<file path="src/core/fcsc_pkg.sv">
// constants shared by the nonvolatile memory command and status control block
package fcsc_pkg;
    // ----------------------------------------------------------------
    // register byte offsets
    // ----------------------------------------------------------------
    localparam logic [7:0] OFF_DIVIDER    = 8'h00;
    localparam logic [7:0] OFF_CONFIG     = 8'h04;
    localparam logic [7:0] OFF_PROTECTION = 8'h08;
    localparam logic [7:0] OFF_STATUS     = 8'h0C;
    localparam logic [7:0] OFF_COMMAND    = 8'h10;
    localparam logic [7:0] OFF_ARRAY_WR   = 8'h14;
    localparam logic [7:0] OFF_SECURITY   = 8'h18;
    // ----------------------------------------------------------------
    // field positions
    // ----------------------------------------------------------------
    localparam int BIT_DIV_LOADED  = 7;
    localparam int BIT_KEY_WR_EN   = 5;
    localparam int BIT_PROT_DIS    = 0;
    localparam int BIT_CBEF        = 7;
    localparam int BIT_CCF         = 6;
    localparam int BIT_PVIOL       = 5;
    localparam int BIT_ACCERR      = 4;
    localparam int BIT_BLANK       = 2;
    localparam int BIT_PRESCALE    = 6;
    localparam int ARR_ADDR_LSB    = 0;
    localparam int ARR_DATA_LSB    = 16;
    // ----------------------------------------------------------------
    // command codes
    // ----------------------------------------------------------------
    localparam logic [7:0] CMD_BLANK_CHECK = 8'h05;
    localparam logic [7:0] CMD_BYTE_PROG   = 8'h20;
    localparam logic [7:0] CMD_BURST_PROG  = 8'h25;
    localparam logic [7:0] CMD_PAGE_ERASE  = 8'h40;
    localparam logic [7:0] CMD_MASS_ERASE  = 8'h41;
    // ----------------------------------------------------------------
    // addresses, reset values, security
    // ----------------------------------------------------------------
    localparam logic [15:0] KEY_ADDR_LO     = 16'hFFB0;
    localparam logic [15:0] KEY_ADDR_HI     = 16'hFFB7;
    localparam logic [8:0]  PAGE_OFFSET_MAX = 9'h1FF;
    localparam logic [6:0]  FPS_RESET       = 7'h7F;
    localparam logic        PDIS_RESET      = 1'b1;
    localparam logic [1:0]  SEC_RESET       = 2'h0;
    localparam logic [1:0]  SEC_UNSECURED   = 2'h2;
    localparam logic [2:0]  PRESCALE_LAST   = 3'h7;
    typedef enum logic [1:0] {SEQ_IDLE, SEQ_DATA, SEQ_CMD} fcsc_seq_type;
endpackage

</file>
<file path="src/core/fcsc_clkdiv.sv">
// divider that turns the bus clock into the array timing tick
`timescale 1ns/1ps
module fcsc_clkdiv (
    input  wire logic       clk_in,
    input  wire logic       nrst_in,
    input  wire logic       enable_in,
    input  wire logic       prescale_in,
    input  wire logic [5:0] div_in,
    output logic            tick_out
);
    import fcsc_pkg::*;

    typedef struct packed {
        logic [2:0] pre;
        logic [5:0] cnt;
        logic       tick;
    } fcsc_div_state_type;

    fcsc_div_state_type st;
    fcsc_div_state_type next_st;

    // ------------------------------------------------------------
    // tick = bus / ((div+1) or 8*(div+1))
    // ------------------------------------------------------------
    always_comb begin
        next_st = st;
        next_st.tick = 1'b0;
        if (!enable_in) begin
            next_st.pre = 3'h0;
            next_st.cnt = 6'h00;
        end else if (!prescale_in || st.pre == PRESCALE_LAST) begin
            next_st.pre = 3'h0;
            if (st.cnt >= div_in) begin
                next_st.cnt  = 6'h00;
                next_st.tick = 1'b1;
            end else begin
                next_st.cnt = st.cnt + 6'h01;
            end
        end else begin
            next_st.pre = st.pre + 3'h1;
        end
    end

    always_ff @(posedge clk_in or negedge nrst_in) begin
        if (!nrst_in) begin
            st <= '0;
        end else begin
            st <= next_st;
        end
    end

    assign tick_out = st.tick;
endmodule

</file>
<file path="src/core/fcsc_top.sv">
// command, protection and status control for the nonvolatile program memory
// How it works
// - key-enable 0: key-range writes start commands; 1: they are key writes
// - protection loads from nonvolatile copy after reset; always readable
// - with protection enabled, only a smaller boundary select is accepted
// - with protection disabled, protection writes change nothing
// - boundary select sets top of unprotected region; protected program/erase refused
// - protection bit 0 at 0 protects selected block, at 1 protects none
// - writing 1 to buffer-empty launches; launch clears it
// - only burst program commands may wait in the buffer
// - complete flag: buffer empty and idle; writes ignored
// - protected program/erase ignored, sets violation; write 1 clears
// - bad sequence, early program/erase, stop mid-command set access error
// - blank check sets blank flag if all erased; new launch clears it
// - codes 05 blank check, 20 byte program, 25 burst program
// - codes 40 page erase, 41 mass erase
// - any other code raises access error and does not run
// - program/erase disabled until divider written once; loaded flag reads back
// - passing blank check switches security code to unsecured
`timescale 1ns/1ps
module fcsc_top #(
    parameter int ADDR_W = 8
) (
    input  wire logic              clk_in,
    input  wire logic              nrst_in,
    input  wire logic [ADDR_W-1:0] avs_address_in,
    input  wire logic              avs_read_in,
    input  wire logic              avs_write_in,
    input  wire logic [31:0]       avs_writedata_in,
    input  wire logic [3:0]        avs_byteenable_in,
    output logic [31:0]            avs_readdata_out,
    output logic                   avs_waitrequest_out,
    input  wire logic              array_done_in,
    input  wire logic              array_blank_in,
    input  wire logic              stop_in,
    input  wire logic [7:0]        nonvolatile_protect_copy_in,
    input  wire logic [1:0]        nonvolatile_security_in,
    output logic                   array_req_out,
    output logic [7:0]             array_op_out,
    output logic [15:0]            array_addr_out,
    output logic [7:0]             array_data_out,
    output logic                   array_tick_out,
    output logic                   key_strobe_out,
    output logic [2:0]             key_index_out,
    output logic [7:0]             key_data_out,
    output logic [1:0]             security_state_code_out
);
    import fcsc_pkg::*;

    typedef struct packed {
        logic         waitreq;
        logic [31:0]  rdata;
        logic         boot_done;
        logic         div_loaded;
        logic [6:0]   div_val;
        logic         key_write_enable;
        logic [6:0]   protect_boundary_select;
        logic         pdis;
        logic         cbef;
        logic         ccf;
        logic         pviol;
        logic         accerr;
        logic         blank;
        logic         busy;
        fcsc_seq_type seq;
        logic [7:0]   buf_cmd;
        logic [15:0]  buf_addr;
        logic [7:0]   buf_data;
        logic [7:0]   arr_op;
        logic [15:0]  arr_addr;
        logic [7:0]   arr_data;
        logic [1:0]   sec;
        logic         key_strobe;
        logic [2:0]   key_idx;
        logic [7:0]   key_data;
    } fcsc_main_state_type;

    fcsc_main_state_type st;
    fcsc_main_state_type next_st;

    // ------------------------------------------------------------
    // helpers
    // ------------------------------------------------------------
    function automatic logic code_legal(input logic [7:0] c);
        code_legal = (c == CMD_BLANK_CHECK) || (c == CMD_BYTE_PROG) ||
                     (c == CMD_BURST_PROG) ||
                     (c == CMD_PAGE_ERASE) || (c == CMD_MASS_ERASE);
    endfunction

    function automatic logic is_protected(input logic [15:0] a, input logic [6:0] f,
                                          input logic dis);
        is_protected = !dis && (a > {f, PAGE_OFFSET_MAX});
    endfunction

    logic        access;
    logic        wr;
    logic [7:0]  idx;
    logic [7:0]  wd;
    logic [15:0] wa;
    logic        launch_try;
    logic        launch_bad_code;
    logic        launch_prot;
    logic        arr_done;
    logic        tick;

    assign access          = (avs_read_in || avs_write_in) && !st.waitreq;
    assign wr              = access && avs_write_in && avs_byteenable_in[0];
    assign idx             = 8'(avs_address_in);
    assign wd              = avs_writedata_in[7:0];
    assign wa              = avs_writedata_in[ARR_ADDR_LSB +: 16];
    assign launch_try      = wr && idx == OFF_STATUS && wd[BIT_CBEF] &&
                             st.seq == SEQ_CMD && st.cbef;
    assign launch_bad_code = !code_legal(st.buf_cmd);
    assign launch_prot     = st.buf_cmd == CMD_MASS_ERASE ?
                             (!st.pdis && st.protect_boundary_select != FPS_RESET) :
                             (st.buf_cmd != CMD_BLANK_CHECK &&
                              is_protected(st.buf_addr, st.protect_boundary_select, st.pdis));
    assign arr_done        = array_done_in && st.busy;

    fcsc_clkdiv u_clkdiv (
        .clk_in      (clk_in),
        .nrst_in     (nrst_in),
        .enable_in   (st.div_loaded),
        .prescale_in (st.div_val[BIT_PRESCALE]),
        .div_in      (st.div_val[5:0]),
        .tick_out    (tick)
    );

    // ------------------------------------------------------------
    // next state
    // ------------------------------------------------------------
    always_comb begin
        next_st = st;
        next_st.key_strobe = 1'b0;
        // bus: one wait cycle, read data captured with the wait release
        if (st.waitreq && (avs_read_in || avs_write_in)) begin
            next_st.waitreq = 1'b0;
            next_st.rdata   = 32'h0000_0000;
            if (avs_read_in) begin
                case (idx)
                    OFF_DIVIDER:    next_st.rdata[7:0] = {st.div_loaded, st.div_val};
                    OFF_CONFIG:     next_st.rdata[BIT_KEY_WR_EN] = st.key_write_enable;
                    OFF_PROTECTION: next_st.rdata[7:0] = {st.protect_boundary_select, st.pdis};
                    OFF_STATUS:     next_st.rdata[7:0] = {st.cbef, st.ccf, st.pviol,
                                                          st.accerr, 1'b0, st.blank, 2'h0};
                    OFF_COMMAND:    next_st.rdata[7:0] = st.buf_cmd;
                    OFF_SECURITY:   next_st.rdata[1:0] = st.sec;
                    default:        next_st.rdata = 32'h0000_0000;
                endcase
            end
        end else begin
            next_st.waitreq = 1'b1;
        end
        // load protection and security once reset is released
        if (!st.boot_done) begin
            next_st.boot_done = 1'b1;
            next_st.protect_boundary_select       = nonvolatile_protect_copy_in[7:1];
            next_st.pdis      = nonvolatile_protect_copy_in[BIT_PROT_DIS];
            next_st.sec       = nonvolatile_security_in;
        end
        // array finishes; a waiting burst moves into the array
        if (arr_done) begin
            if (st.arr_op == CMD_BLANK_CHECK) begin
                next_st.blank = array_blank_in;
                if (array_blank_in) begin
                    next_st.sec = SEC_UNSECURED;
                end
            end
            next_st.busy = 1'b0;
        end
        if (!st.cbef && (!st.busy || arr_done)) begin
            next_st.busy     = 1'b1;
            next_st.cbef     = 1'b1;
            next_st.arr_op   = st.buf_cmd;
            next_st.arr_addr = st.buf_addr;
            next_st.arr_data = st.buf_data;
        end
        // register writes
        if (wr) begin
            case (idx)
                OFF_DIVIDER: begin
                    if (!st.div_loaded) begin
                        next_st.div_loaded = 1'b1;
                        next_st.div_val    = wd[6:0];
                    end
                end
                OFF_CONFIG: next_st.key_write_enable = wd[BIT_KEY_WR_EN];
                OFF_PROTECTION: begin
                    // protection can only be tightened, never loosened by software
                    if (st.boot_done && !st.pdis && wd[7:1] < st.protect_boundary_select) begin
                        next_st.protect_boundary_select = wd[7:1];
                    end
                end
                OFF_ARRAY_WR: begin
                    if (st.key_write_enable && wa >= KEY_ADDR_LO && wa <= KEY_ADDR_HI) begin
                        next_st.key_strobe = 1'b1;
                        next_st.key_idx    = wa[2:0];
                        next_st.key_data   = avs_writedata_in[ARR_DATA_LSB +: 8];
                    end else if (st.seq == SEQ_IDLE && st.cbef) begin
                        next_st.seq      = SEQ_DATA;
                        next_st.buf_addr = wa;
                        next_st.buf_data = avs_writedata_in[ARR_DATA_LSB +: 8];
                    end else begin
                        next_st.accerr = 1'b1;
                        next_st.seq    = SEQ_IDLE;
                    end
                end
                OFF_COMMAND: begin
                    if (st.seq == SEQ_DATA) begin
                        next_st.buf_cmd = wd;
                        next_st.seq     = SEQ_CMD;
                    end else begin
                        next_st.accerr = 1'b1;
                        next_st.seq    = SEQ_IDLE;
                    end
                end
                OFF_STATUS: begin
                    // clears first so that a same-cycle set below wins
                    if (wd[BIT_PVIOL]) begin
                        next_st.pviol = 1'b0;
                    end
                    if (wd[BIT_ACCERR]) begin
                        next_st.accerr = 1'b0;
                    end
                    if (wd[BIT_CBEF]) begin
                        next_st.seq = SEQ_IDLE;
                        if (!launch_try) begin
                            next_st.accerr = 1'b1;
                        end else if (launch_bad_code) begin
                            next_st.accerr = 1'b1;
                        end else if (st.buf_cmd != CMD_BLANK_CHECK && !st.div_loaded) begin
                            next_st.accerr = 1'b1;
                        end else if (st.busy && !arr_done &&
                                     (st.buf_cmd != CMD_BURST_PROG ||
                                      st.arr_op != CMD_BURST_PROG)) begin
                            next_st.accerr = 1'b1;
                        end else if (launch_prot) begin
                            next_st.pviol = 1'b1;
                        end else begin
                            next_st.cbef  = 1'b0;
                            next_st.blank = 1'b0;
                        end
                    end
                end
                default: ;
            endcase
        end
        // entering stop aborts the command in flight
        if (stop_in && (st.busy || !st.cbef)) begin
            next_st.accerr = 1'b1;
            next_st.busy   = 1'b0;
            next_st.cbef   = 1'b1;
            next_st.seq    = SEQ_IDLE;
        end
        next_st.ccf = next_st.cbef && !next_st.busy;
    end

    always_ff @(posedge clk_in or negedge nrst_in) begin
        if (!nrst_in) begin
            st         <= '0;
            st.waitreq <= 1'b1;
            st.protect_boundary_select     <= FPS_RESET;
            st.pdis    <= PDIS_RESET;
            st.sec     <= SEC_RESET;
            st.seq     <= SEQ_IDLE;
            st.cbef    <= 1'b1;
            st.ccf     <= 1'b1;
        end else begin
            st <= next_st;
        end
    end

    assign avs_readdata_out        = st.rdata;
    assign avs_waitrequest_out     = st.waitreq;
    assign array_req_out           = st.busy;
    assign array_op_out            = st.arr_op;
    assign array_addr_out          = st.arr_addr;
    assign array_data_out          = st.arr_data;
    assign array_tick_out          = tick;
    assign key_strobe_out          = st.key_strobe;
    assign key_index_out           = st.key_idx;
    assign key_data_out            = st.key_data;
    assign security_state_code_out = st.sec;
endmodule

</file>
<file path="config.mk">
export PLATFORM = sky130hd
export DESIGN_NAME = fcsc_top
export DESIGN_NICKNAME = d
export VERILOG_FILES = /design/src/core/fcsc_pkg.sv /design/src/core/fcsc_clkdiv.sv /design/src/core/fcsc_top.sv
export SDC_FILE = /design/constraint.sdc
export NUM_CORES = 1
export LEC_CHECK = 0
export ABC_AREA = 1
export BUFFER_PORTS_ARGS = -buffer_cell sky130_fd_sc_hd__clkbuf_2
export CAP_MARGIN = 0
export CORE_ASPECT_RATIO = 0.75
export CORE_MARGIN = 2
export CORE_UTILIZATION = 55
export CTS_CLUSTER_DIAMETER = 40
export CTS_CLUSTER_SIZE = 12
export DETAILED_ROUTE_END_ITERATION = 7
export PLACE_DENSITY = 0.8
export SYNTH_ARGS = -nofsm -noshare
export SYNTH_HDL_FRONTEND = slang
export SYNTH_HIERARCHICAL = 1
export SYNTH_SLANG_ARGS = --single-unit
</file>
<file path="constraint.sdc">
create_clock -name clk_in -period 2.5 [get_ports clk_in]
set_input_delay 0 -clock clk_in [delete_from_list [all_inputs] [get_ports clk_in]]
set_output_delay 0 -clock clk_in [all_outputs]
set_load 0.005 [all_outputs]
</file>
==> summary.txt, run 1 <==
Floorplanning
  • Die ar.: 0.01290 mm²
  • Die extent in y: 98.88 µm
  • Initial Util: 56.63%
  • Core Rows: 34
  • Total I/O pin count: 142
  • Core Area: 0.01166 mm²
  • DIE WIDTH: 130.5 µm

Final layout
  • Nets: 966
  • Most frequent cells in the layout: nand2_1 (210), dfrtp_1 (112), clkbuf_2 (105), inv_1 (91), o21ai_0 (54)
  • Post-route insts no fill: 1,058
  • Share of cells above drive strength 1: 23.10%
  • Final core utilization: between 60 and 70%
  • Area grow syn2layout: 19.37%
  • Leading cell type in the layout, fill and taps excluded: nand2_1
  • Inserted Diodes: 0

Power and ir drop
  • P_leak: 4.142 nW
  • PwrDens: 641.0 mW/mm²
  • Max rail drop VDD: about 0.5 mV

Synthesis
  • Ys Warns: 6
  • Synth Area in Simple Gates: 20.45%
  • Xor and xnor area share after synthesis: 0.3980%
  • Synthesized area per cell: 8.463 µm²
  • Synth cell types: 38
  • Mux cell area share after synthesis: under 10%
  • Largest family of logic cells by synthesized area: simple AND/OR/NAND/NOR gates
  • Synth Area in Compound Gates: 8.453%
  • Synth Area in Adders: 4.170%
  • Seq/Total Area, Yosys: 46.83%
  • Cell Area, Synth: 0.006601 mm²
  • Cells after Synth: a little under 800
  • FF+latch count, synth: 123

Clock network
  • Max Buffers Root-to-Sink: 2
  • CTS tree: yes
  • TritonCTS Sinks: 123
  • CTS buffer count: 17
  • H-tree depth: 4
  • Clk_lat worst skew: 0.42 ns
  • Worst-path clk slew: roughly 0.06 ns
  • CTS root buf: clkbuf_16

Drt
  • 1st-pass router iterations: 5
  • Avg WL per Cell: 14.39 µm
  • Routed vias/inst: 5.054
  • Antenna violation net count after detailed routing: 0
  • DRC viols: 0
  • Total wire length: 15,230 µm
  • Initial drt markers: 459
  • Vias: 5,347

Worst setup path
  • WP data required: 2.86 ns
  • Critical path launch point type: register
  • WP buf/inv: 3
  • Crit path kind: reg -> reg
  • Crit-path cells: inv_2 > ha_4 > a21oi_2 > nand2_1 > nand3_1 > a21boi_0 > o21ai_1 > buf_4 > nand3_1 > nand2_1 > dlygate4sd3_1
  • CP delay by family, top: buffers and inverters
  • Peak per-stage delay on the critical path: 0.55 ns
  • Slowest cell on crit path: dlygate4sd3_1
  • CP Max Fanout: 6
  • Critical path launch point: st[89]$_DFF_PN1_
  • Worst setup EP type: register
  • Crit path DAT: about 2.8 ns
  • Reg2reg start: st[89]$_DFF_PN1_

STA
  • Slew of the pin with the lowest slew margin: 0.6836 ns
  • Max Clock Skew: 0.007268 ns
  • Setup violators final: 0
  • Final Slew Violations: 0
  • Hold Slack: -0.09205 ns
  • Final hold viol count: 3
  • Setup TNS: 0 ns
  • Fin crit share: 97.13%
  • Post-layout minimum cycle time: 2.428 ns
  • Max transition margin: between 50 and 60%
  • Max Fclk: 411.8 MHz

GRT
  • Total gr overflow: 0
  • First-pass GRT wire length: around 25,000 µm
  • Vias in the first global route: 5,019
  • Tot GR Track Use: 25.52%
  • Largest net degree at the start of global routing: 52
  • Initial antenna violation count: 0

Worst hold path
  • Min-delay src: nonvolatile_protect_copy_in[5]
  • Path category of the worst min-delay check: in -> reg

Placement
  • GP Congestion: between 0.9 and 1
  • Dpl cells: 985
  • PortBufs: 106
  • DP Wirelength: 10,740 µm

Status
  • Violated checks: hold timing
  • Status: finished, violations left

Flow run
  • Max-cap violations: 0
## metal layers
metal / share of wire (%) / wire, µm / up-vias / global-route usage (%)
met5: 0 / 0 / - / 0
met2: 45 / 6838 / 215 / 38.18
met3: 6.7 / 1022 / 26 / 5.592
li1: - / - / 2599 / -
met4: 1.6 / 244 / 0 / 7.283
met1: 47 / 7123 / 2507 / 37.66
## cells by family after synthesis
logic type                 count (synthesis)
buffers and inverters                    185
xor gates and xnor gates                   3
muxes                                     25
and+or+nand+nor                          320
other                                      2
DFF                                      123
AOI/OAI and AO/OA                        100
adders and majority gates                 22
## power by group
group	switching, W	internal, W
clock	0.000914	0.00170
sequential	0.0000257	0.00204
combinational	0.000220	0.000156
## what timing repair did
item                       4_1_cts  5_1_grt
gates resized for setup          0        6
buffers inserted                 0        1
hold buffers                    43        1
setup endpoints to repair        0        7
hold endpoints to repair       102        1
## state kept, by name, summed over array words and instances, names as in the netlist
| name | count |
|---|---|
| array_addr_out | 16 |
| array_data_out | 8 |
| array_op_out | 8 |
| array_req_out | 1 |
| avs_readdata_out | 8 |
| avs_waitrequest_out | 1 |
| key_data_out | 8 |
| key_index_out | 3 |
| key_strobe_out | 1 |
| security_state_code_out | 2 |
| st | 57 |
| u_clkdiv/st | 9 |
| u_clkdiv/tick_out | 1 |
## per-stage QoR
step / setup slack [ns] / instance area (µm²) / power [W]
after CTS: 0.02764 / 7879 / 0.005074
final: 0.07166 / 7880 / 0.005051
after global routing: -0.02575 / 7880 / 0.005238
after floorplan: 0.6212 / 6688 / 0.002285
after global placement: 0.6957 / 6815 / 0.002395
after detailed placement: 0.6417 / 6815 / 0.002403
## final timing paths
kind	slack, ns	endpoint	depth (start not counted)
max	0.07	st[90]$_DFF_PN1_	11
min	-0.09	st[91]$_DFF_PN1_	5
max reg2reg	0.07	st[90]$_DFF_PN1_	11
min reg2reg	0.43	u_clkdiv/st[7]$_DFF_PN0_	1
max in group asynchronous	1.60	key_data_out[0]$_DFFE_PN0P_	3
min in group asynchronous	0.14	array_addr_out[2]$_DFFE_PN0P_	2
## worst min-delay path, stage by stage
cell and delay, ns:
clkbuf_2 0.08, nand2_1 0.05, o21ai_0 0.07, nand2_1 0.07, nand2_1 0.05
## cell type report
cell class	instances	area, µm²
Fill cell	932	3776
Sequential cell	123	3092
Multi-Input combinational cell	495	2609
Timing Repair Buffer	152	991.0
Clock buffer	18	439.2
Inverter	94	352.8
Tap cell	162	202.7
Clock inverter	14	193.9
## synthesized netlist by cell type
library cell | count | area (µm²)
nand3_1 | 30 | 150.1
nand3b_1 | 1 | 7.510
inv_2 | 1 | 3.750
buf_2 | 4 | 20.02
o21ai_1 | 19 | 95.09
nor3_2 | 1 | 10.01
o21ai_2 | 4 | 35.03
o211ai_1 | 1 | 7.510
clkbuf_1 | 7 | 26.28
mux2_2 | 25 | 281.5
inv_1 | 93 | 349.1
nand3_2 | 4 | 40.04
nor2_4 | 2 | 22.52
buf_4 | 77 | 578.1
dfrtp_1 | 112 | 2803
conb_1 | 2 | 7.510
xnor2_1 | 1 | 8.760
a21boi_0 | 1 | 7.510
dfstp_2 | 11 | 289.0
nor3_1 | 3 | 15.01
buf_6 | 3 | 33.78
nor2_2 | 6 | 37.54
o22ai_1 | 1 | 6.260
o2111ai_1 | 6 | 52.55
nand4_1 | 7 | 43.79
a22oi_1 | 1 | 7.510
ha_1 | 22 | 275.3
nor4_4 | 1 | 21.27
o31ai_1 | 1 | 7.510
nand2_1 | 211 | 792.0
o221ai_1 | 1 | 8.760
a21oi_2 | 1 | 8.760
a31oi_1 | 1 | 6.260
nor2_1 | 53 | 198.9
or3_4 | 1 | 11.26
o21ai_0 | 54 | 270.3
xor2_1 | 2 | 17.52
a21oi_1 | 9 | 45.04
(Power assumes the default switching activity.)
==> run 2: changes to the inputs <==
--- a/config.mk
+++ b/config.mk
@@ -17,5 +17,4 @@
 export PLACE_DENSITY = 0.8
 export SYNTH_ARGS = -nofsm -noshare
 export SYNTH_HDL_FRONTEND = slang
-export SYNTH_HIERARCHICAL = 1
 export SYNTH_SLANG_ARGS = --single-unit
==> constraint.sdc (replaced) <==
create_clock -name clk_in -period 3.09 [get_ports clk_in]
set_input_delay 0 -clock clk_in [delete_from_list [all_inputs] [get_ports clk_in]]
set_output_delay 0 -clock clk_in [all_outputs]
set_load 0.005 [all_outputs]
==> run 2 against run 1 <==
Net effect:
- worst hold slack improved by 0.094 ns
- cell area is 0.67% lower
- via count up 0.37%
- die area grew 0.73%
- wire length is 3.2% higher
- sequential cell count unchanged
- fmax fell by 11%
- synthesized cell count shrank 3.2%
- clock power decreased by 26%
- sequential share of layout area increased by 0.26 points
- global-route usage grew 0.094 points
- critical endpoint unchanged
- the run now ends clean
- combinational power decreased by 8.8%
- largest cell class unchanged
==> summary.txt, run 2 <==
Status
  • Status: finished clean

Power and ir drop
  • Max rail drop VDD: 0.4465 mV (-11%)
  • P_leak: 4.026 nW (-2.8%)
  • PwrDens: 504.9 mW/mm² (-21%)

Drt
  • Met3 wire len: 1144 µm (+12%)
  • 1st-pass router iterations: 5 (unchanged)
  • Routed vias/inst: 5.201 (+2.9%)
  • Met1 WL: 6968 µm (-2.2%)
  • Vias: 5,367 (+0.37%)
  • Met2 WL post-DR: 7325 µm (+7.1%)
  • Initial drt markers: 457 (-0.44%)
  • DR top layer: met4
  • Avg WL per Cell: 15.23 µm (+5.8%)
  • Antenna violation net count after detailed routing: 0 (unchanged)
  • Total wire length: 15,720 µm (+3.2%)
  • DRC viols: 0 (unchanged)

Clock network
  • Clk_lat worst skew: 0.42 ns (about the same)
  • CTS root buf: clkbuf_16
  • Worst-path clk slew: 0.05 ns (about the same)
  • H-tree depth: 4 (unchanged)
  • Setup Fix Bufs, Post-CTS: 0 (unchanged)
  • Max Buffers Root-to-Sink: 2 (unchanged)
  • CTS tree: yes
  • CTS buffer count: 17 (unchanged)
  • TritonCTS Sinks: 123 (unchanged)

GRT
  • Total gr overflow: 0 (unchanged)
  • Initial antenna violation count: 0 (unchanged)
  • First-pass GRT wire length: 25,270 µm (-0.22%)
  • Largest net degree at the start of global routing: 67 (+29%)
  • Vias in the first global route: 5,023 (+0.080%)
  • Tot GR Track Use: 25.61% (+0.094 points)

Worst setup path
  • Top cell by count, worst path: nand2_1
  • CP Max Fanout: 14 (+8)
  • Peak per-stage delay on the critical path: 0.60 ns (+0.05 ns)
  • WP data required: 3.43 ns (+0.57 ns)
  • CP delay by family, top: buffers and inverters
  • Critical path launch point type: register
  • Crit path DAT: 3.07 ns (+0.28 ns)
  • WP buf/inv: 2 (-1)
  • Crit path kind: reg -> reg
  • Worst setup EP type: register
  • Slowest cell on crit path: dlygate4sd3_1
  • Crit-path cells: inv_1 > ha_1 > nand3_1 > nand2_1 > nand3_1 > nand2_1 > a21oi_1 > o21ai_2 > nand2_1 > o21ai_1 > dlygate4sd3_1

Synthesis
  • Top cells by count, synth: nand2_1 (153), dfrtp_1 (112), inv_1 (86)
  • Largest area contributor in the netlist: dfrtp_1
  • Main flop type after synthesis: dfrtp_1
  • Synth top area share: 42.14% (-0.32 points)
  • Seq/Total Area, Yosys: 46.48% (-0.35 points)
  • Top-count cell post-synth: nand2_1
  • Ys Warns: 0 (-6)
  • Top cells by area, synth: dfrtp_1 (42%), buf_4 (8.7%), nand2_1 (8.6%)
  • Cell Area, Synth: 0.006651 mm² (+0.76%)
  • Synth async-reset ratio: 100.0% (unchanged)
  • Synthesized area per cell: 8.810 µm² (+4.1%)
  • Cells after Synth: 755 (-3.2%)
  • FF+latch count, synth: 123 (unchanged)
  • Synth cell types: 43 (+13%)
  • Post-synth EDFFs: 0 (unchanged)

Final layout
  • Share of cells above drive strength 1: 25.40% (+2.3 points)
  • Flip-flop count of the largest register after layout: 57 (unchanged)
  • Final instance area: 0.007828 mm² (-0.67%)
  • Biggest register: st
  • Leading cell type in the layout, fill and taps excluded: nand2_1
  • Inserted Diodes: 0 (unchanged)
  • Most frequent cells in the layout: nand2_1 (153), dfrtp_1 (112), clkbuf_2 (105), inv_1 (86), o21ai_0 (64)
  • Nets: 940 (-2.7%)
  • Area grow syn2layout: 17.68%
  • Final core utilization: 66.91% (-0.70 points)

Placement
  • GP Congestion: 0.9268 (-0.70%)
  • PortBufs: 106 (unchanged)
  • DP Wirelength: 10,840 µm (+0.89%)
  • Placement Cell Area: 0.006825 mm² (+0.15%)

STA
  • Max transition margin: 23.67% (-30 points)
  • Max Clock Skew: 0.01106 ns (+0.003787 ns)
  • Setup TNS: 0 ns (unchanged)
  • Fin crit share: 88.14% (-9.0 points)
  • Final hold viol count: 0 (-3)
  • Final Slew Violations: 0 (unchanged)
  • Max Fclk: 367.2 MHz (-11%)
  • Slew of the pin with the lowest slew margin: 1.145 ns (+0.4614 ns)
  • Setup violators final: 0 (unchanged)
  • Post-layout minimum cycle time: 2.724 ns (+0.2952 ns)
  • RSZ-0062 raised after global routing: false

Floorplanning
  • DIE WIDTH: 131.0 µm (+0.36%)
  • Die ar.: 0.01300 mm² (+0.73%)
  • Die extent in y: 99.24 µm (+0.36%)
  • Initial Util: 56.86% (+0.22 points)
  • Total I/O pin count: 142 (unchanged)
  • Core Area: 0.01170 mm² (+0.36%)
  • Core Rows: 34 (unchanged)

Flow run
  • Max-cap violations: 0 (unchanged)

Worst hold path
  • Path category of the worst min-delay check: in -> reg
==> run 2: where the power goes <==
| part | internal (W) | switching (W) | total (W) |
|---|---|---|---|
| clock | 0.00122 | 0.000698 | 0.00192 |
| sequential | 0.00166 | 0.0000283 | 0.00169 |
| combinational | 0.000141 | 0.000202 | 0.000343 |
==> run 2: path summary, 6_finish.rpt <==
path / from / end / slack, ns / cells past startpoint
hold reg to reg: u_clkdiv.st[7]$_DFF_PN0_ / u_clkdiv.st[7]$_DFF_PN0_ / 0.45 / 1
setup / recovery: st[89]$_DFF_PN1_ / st[90]$_DFF_PN1_ / 0.37 / 11
setup reg to reg: st[89]$_DFF_PN1_ / st[90]$_DFF_PN1_ / 0.37 / 11
min in group asynchronous: nrst_in / array_data_out[6]$_DFFE_PN0P_ / 0.24 / 2
max in group asynchronous: nrst_in / avs_waitrequest_out$_DFF_PN1_ / 2.01 / 3
hold / removal: avs_writedata_in[1] / st[55]$_DFFE_PN0P_ / 0.002 / 3
==> run 2: layout make-up <==
cell class / count / area, µm²
clock buffer: 23 / 467.9
clock inverter: 9 / 100.1
fill: 918 / 3871
inverter: 91 / 341.6
multi-input combinational: 471 / 2618
sequential: 123 / 3092
tap: 162 / 202.7
timing repair buffer: 153 / 1006
==> run 2: layer usage <==
layer	up-vias	GRT usage [%]
li1	2555	-
met1	2569	35.74
met2	214	39.14
met3	29	6.616
met4	0	8.674
met5	-	0
==> run 2: kinds of logic (layout without fill, tap and decap cells) <==
kind of cell,after synthesis,count (layout),share of synthesized area (%)
AOI/OAI and AO/OA,130,130,11.95
other,2,25,0.1129
buffers and inverters,184,276,15.54
muxes,22,22,3.706
xor gates and xnor gates,4,4,0.5268
adders and majority gates,22,22,4.138
DFF,123,123,46.48
and+or+nand+nor,268,268,17.55
==> run 2: tightest hold or removal path, cell delays in order <==
cell      delay [ns]
clkbuf_2        0.07
inv_1           0.14
o21ai_2         0.16
==> run 2: timing repair <==
| action | in CTS | in global routing |
|---|---|---|
| hold buffers | 43 | 0 |
| resized for setup | 0 | 1 |
| hold endpoints to repair | 104 | 0 |
| setup endpoints to repair | 0 | 1 |
==> run 2: metrics by stage <==
| step | hold WS, ns | worst slack (ns) | std cells | total power (W) |
|---|---|---|---|---|
| finish | 0.002085 | 0.3664 | 1032 | 0.003952 |
| global route | 0.03501 | 0.2273 | 1032 | 0.004100 |
| CTS | 0.003196 | 0.2919 | 1032 | 0.003963 |
| detailed placement | 0.1654 | 0.7867 | 957 | 0.002005 |
| global placement | 0.1590 | 0.8259 | 957 | 0.001997 |
| floorplan | -0.2956 | 1.332 | 778 | 0.001908 |
==> run 3: changes to the inputs <==
--- a/config.mk
+++ b/config.mk
@@ -10,11 +10,11 @@
 export CAP_MARGIN = 0
 export CORE_ASPECT_RATIO = 0.75
 export CORE_MARGIN = 2
-export CORE_UTILIZATION = 55
+export CORE_UTILIZATION = 40
 export CTS_CLUSTER_DIAMETER = 40
 export CTS_CLUSTER_SIZE = 12
 export DETAILED_ROUTE_END_ITERATION = 7
-export PLACE_DENSITY = 0.8
+export PLACE_DENSITY = 0.62
 export SYNTH_ARGS = -nofsm -noshare
 export SYNTH_HDL_FRONTEND = slang
 export SYNTH_SLANG_ARGS = --single-unit
==> run 3 against run 2 <==
Net effect:
- global-route usage is 6.5 points lower
- sequential share of layout area is 0.74 points lower
- largest power group unchanged
- clock skew is 0.00075 ns higher
- cell area is 1.9% higher
- register-to-register slack better by 0.22 ns
- total power is 8.8% higher
- final cell count is 4.6% higher
- combinational power hardly changed
- critical path depth is 1 higher
==> summary.txt, run 3 (synthesis results as in run 2) <==
Status
  • Status: finished clean

Floorplanning
  • Die extent in y: 115.7 µm (+17%)
  • Initial Util: 41.15% (-16 points)
  • Core Area: 0.01617 mm² (+38%)
  • Core Rows: 40 (+18%)
  • Total I/O pin count: 142 (unchanged)
  • DIE WIDTH: 152.9 µm (+17%)
  • Die ar.: 0.01769 mm² (+36%)

Worst setup path
  • Crit path kind: reg -> reg
  • Crit path DAT: 2.84 ns (-0.23 ns)
  • Reg2reg start: st[89]$_DFF_PN1_
  • WP buf/inv: 3 (+1)
  • Top cell by count, worst path: nand2_1
  • Peak per-stage delay on the critical path: 0.57 ns (-0.03 ns)
  • WP data required: 3.43 ns (about the same)
  • Crit-path cells: inv_1 > ha_1 > a21oi_1 > nand2_1 > nand3_1 > nand2_1 > a21oi_1 > o21ai_1 > buf_4 > nand2_1 > o21ai_1 > dlygate4sd3_1
  • Critical path launch point: st[89]$_DFF_PN1_
  • CP delay by family, top: buffers and inverters
  • Slowest cell on crit path: dlygate4sd3_1
  • Worst setup EP type: register
  • Critical path launch point type: register
  • CP Max Fanout: 14 (unchanged)

Placement
  • Placement Cell Area: 0.006893 mm² (+0.99%)
  • PortBufs: 106 (unchanged)
  • DP Wirelength: 11,620 µm (+7.2%)
  • GP Congestion: 0.9140 (-1.4%)
  • Dpl cells: 1,006 (+5.1%)

STA
  • Max Fclk: 399.9 MHz (+8.9%)
  • Setup violators final: 0 (unchanged)
  • Fin crit share: 80.92% (-7.2 points)
  • Slew of the pin with the lowest slew margin: 1.156 ns (+0.01068 ns)
  • Post-layout minimum cycle time: 2.500 ns (-0.2231 ns)
  • Final hold viol count: 0 (unchanged)
  • Max Clock Skew: 0.01181 ns (+0.0007541 ns)
  • Setup TNS: 0 ns (unchanged)
  • RSZ-0062 raised after global routing: false
  • Max transition margin: 22.96% (-0.71 points)
  • Final Slew Violations: 0 (unchanged)

Drt
  • DRC viols: 0 (unchanged)
  • 1st-pass router iterations: 5 (unchanged)
  • Initial drt markers: 334 (-27%)
  • Avg WL per Cell: 14.92 µm (-2.1%)
  • Vias: 5,161 (-3.8%)
  • Routed vias/inst: 4.783 (-8.0%)
  • Total wire length: 16,090 µm (+2.4%)
  • Antenna violation net count after detailed routing: 0 (unchanged)

GRT
  • Largest net degree at the start of global routing: 65 (-3.0%)
  • Tot GR Track Use: 19.10% (-6.5 points)
  • Initial antenna violation count: 0 (unchanged)
  • Total gr overflow: 0 (unchanged)
  • Vias in the first global route: 4,960 (-1.3%)
  • First-pass GRT wire length: 26,390 µm (+4.4%)

Final layout
  • Share of cells above drive strength 1: 25.55% (+0.14 points)
  • Area grow syn2layout: 19.94%
  • Leading cell type in the layout, fill and taps excluded: nand2_1
  • Most frequent cells in the layout: nand2_1 (153), dfrtp_1 (112), clkbuf_2 (105), inv_1 (86), o21ai_0 (64)
  • Final instance area: 0.007978 mm² (+1.9%)
  • Biggest register: st
  • Filler instances: 1,556 (+69%)
  • Flip-flop count of the largest register after layout: 57 (unchanged)
  • Inserted Diodes: 0 (unchanged)
  • Nets: 939 (-0.11%)
  • Post-route insts no fill: 1,079 (+4.6%)

Worst hold path
  • Path category of the worst min-delay check: in -> reg
  • Min-delay src: avs_writedata_in[3]

Clock network
  • Worst-path clk slew: 0.05 ns (about the same)
  • CTS buffer count: 17 (unchanged)
  • H-tree depth: 4 (unchanged)
  • Clk_lat worst skew: 0.42 ns (about the same)
  • CTS tree: yes
  • Max Buffers Root-to-Sink: 2 (unchanged)
  • TritonCTS Sinks: 123 (unchanged)
  • CTS root buf: clkbuf_16
  • Setup Fix Bufs, Post-CTS: 0 (unchanged)

Power and ir drop
  • P_leak: 4.076 nW (+1.2%)
  • PwrDens: 538.9 mW/mm² (+6.7%)
  • Max rail drop VDD: 0.3394 mV (-24%)
  • Total Power: 0.004299 W (+8.8%)

Flow run
  • Max-cap violations: 0 (unchanged)
[run 3: changes by cell type in the layout (fill, tap and decap cells not counted)]
cell	previous run	this run
clkbuf_1	4	3
clkbuf_8	2	6
dlygate4sd3_1	43	41
clkinv_2	5	1
bufinv_16	2	5
o21ai_1	11	12
buf_4	4	5
o21ai_2	22	21
clkinvlp_4	2	0
[run 3: what timing repair did]
item | CTS | global route
hold endpoints to repair | 97 | 0
hold buffers | 41 | 0
resized for setup | 0 | 0
[run 3: worst min-delay path, cell delays in order]
cell and delay (ns):
clkbuf_2 0.12, inv_1 0.18, o21ai_1 0.11
[run 3: cell type report]
class | instances | area (µm²) | area share (%)
multi-input cells | 471 | 2614 | 32.76
repair buffers | 152 | 993.5 | 12.45
clock buffers | 26 | 519.2 | 6.509
flip-flops and latches | 123 | 3092 | 38.75
clock inverters | 6 | 155.1 | 1.945
well taps | 210 | 262.8 | 3.294
inverters | 91 | 341.6 | 4.282
[run 3: power breakdown]
part / internal, W / total, W / switching [W]
Clock: 0.00156 / 0.00227 / 0.000707
Combinational: 0.000138 / 0.000340 / 0.000201
Sequential: 0.00166 / 0.00169 / 0.0000286
Total: 0.00336 / 0.00430 / 0.000937
[run 3: routing by layer]
metal / track usage, % / vias to the layer above / share of wire [%]
met5: 0 / - / 0
met4: 5.370 / 0 / 1.2
met3: 4.824 / 21 / 6.2
met2: 28.13 / 157 / 42
met1: 28.06 / 2440 / 50
li1: - / 2543 / -
[run 3: final timing paths]
kind	cells past startpoint	to	slack, ns
max reg2reg	12	st[92]$_DFF_PN1_	0.59
min	3	st[89]$_DFF_PN1_	0.005
min reg2reg	1	u_clkdiv.st[7]$_DFF_PN0_	0.44
min in group asynchronous	2	u_clkdiv.tick_out$_DFF_PN0_	0.20
max in group asynchronous	3	st[84]$_DFF_PN1_	2.03
max	12	st[92]$_DFF_PN1_	0.59
[run 3: through the flow]
stage	hold slack (ns)	utilization (%)	setup WS, ns
2_1_floorplan	-0.2956	-	1.332
3_3_place_gp	0.1312	42.64	0.7878
3_5_place_dp	0.1332	42.64	0.7714
4_1_cts	0.0004206	49.35	0.5927
5_1_grt	0.01607	49.35	0.3666
6_report	0.005336	49.35	0.5896
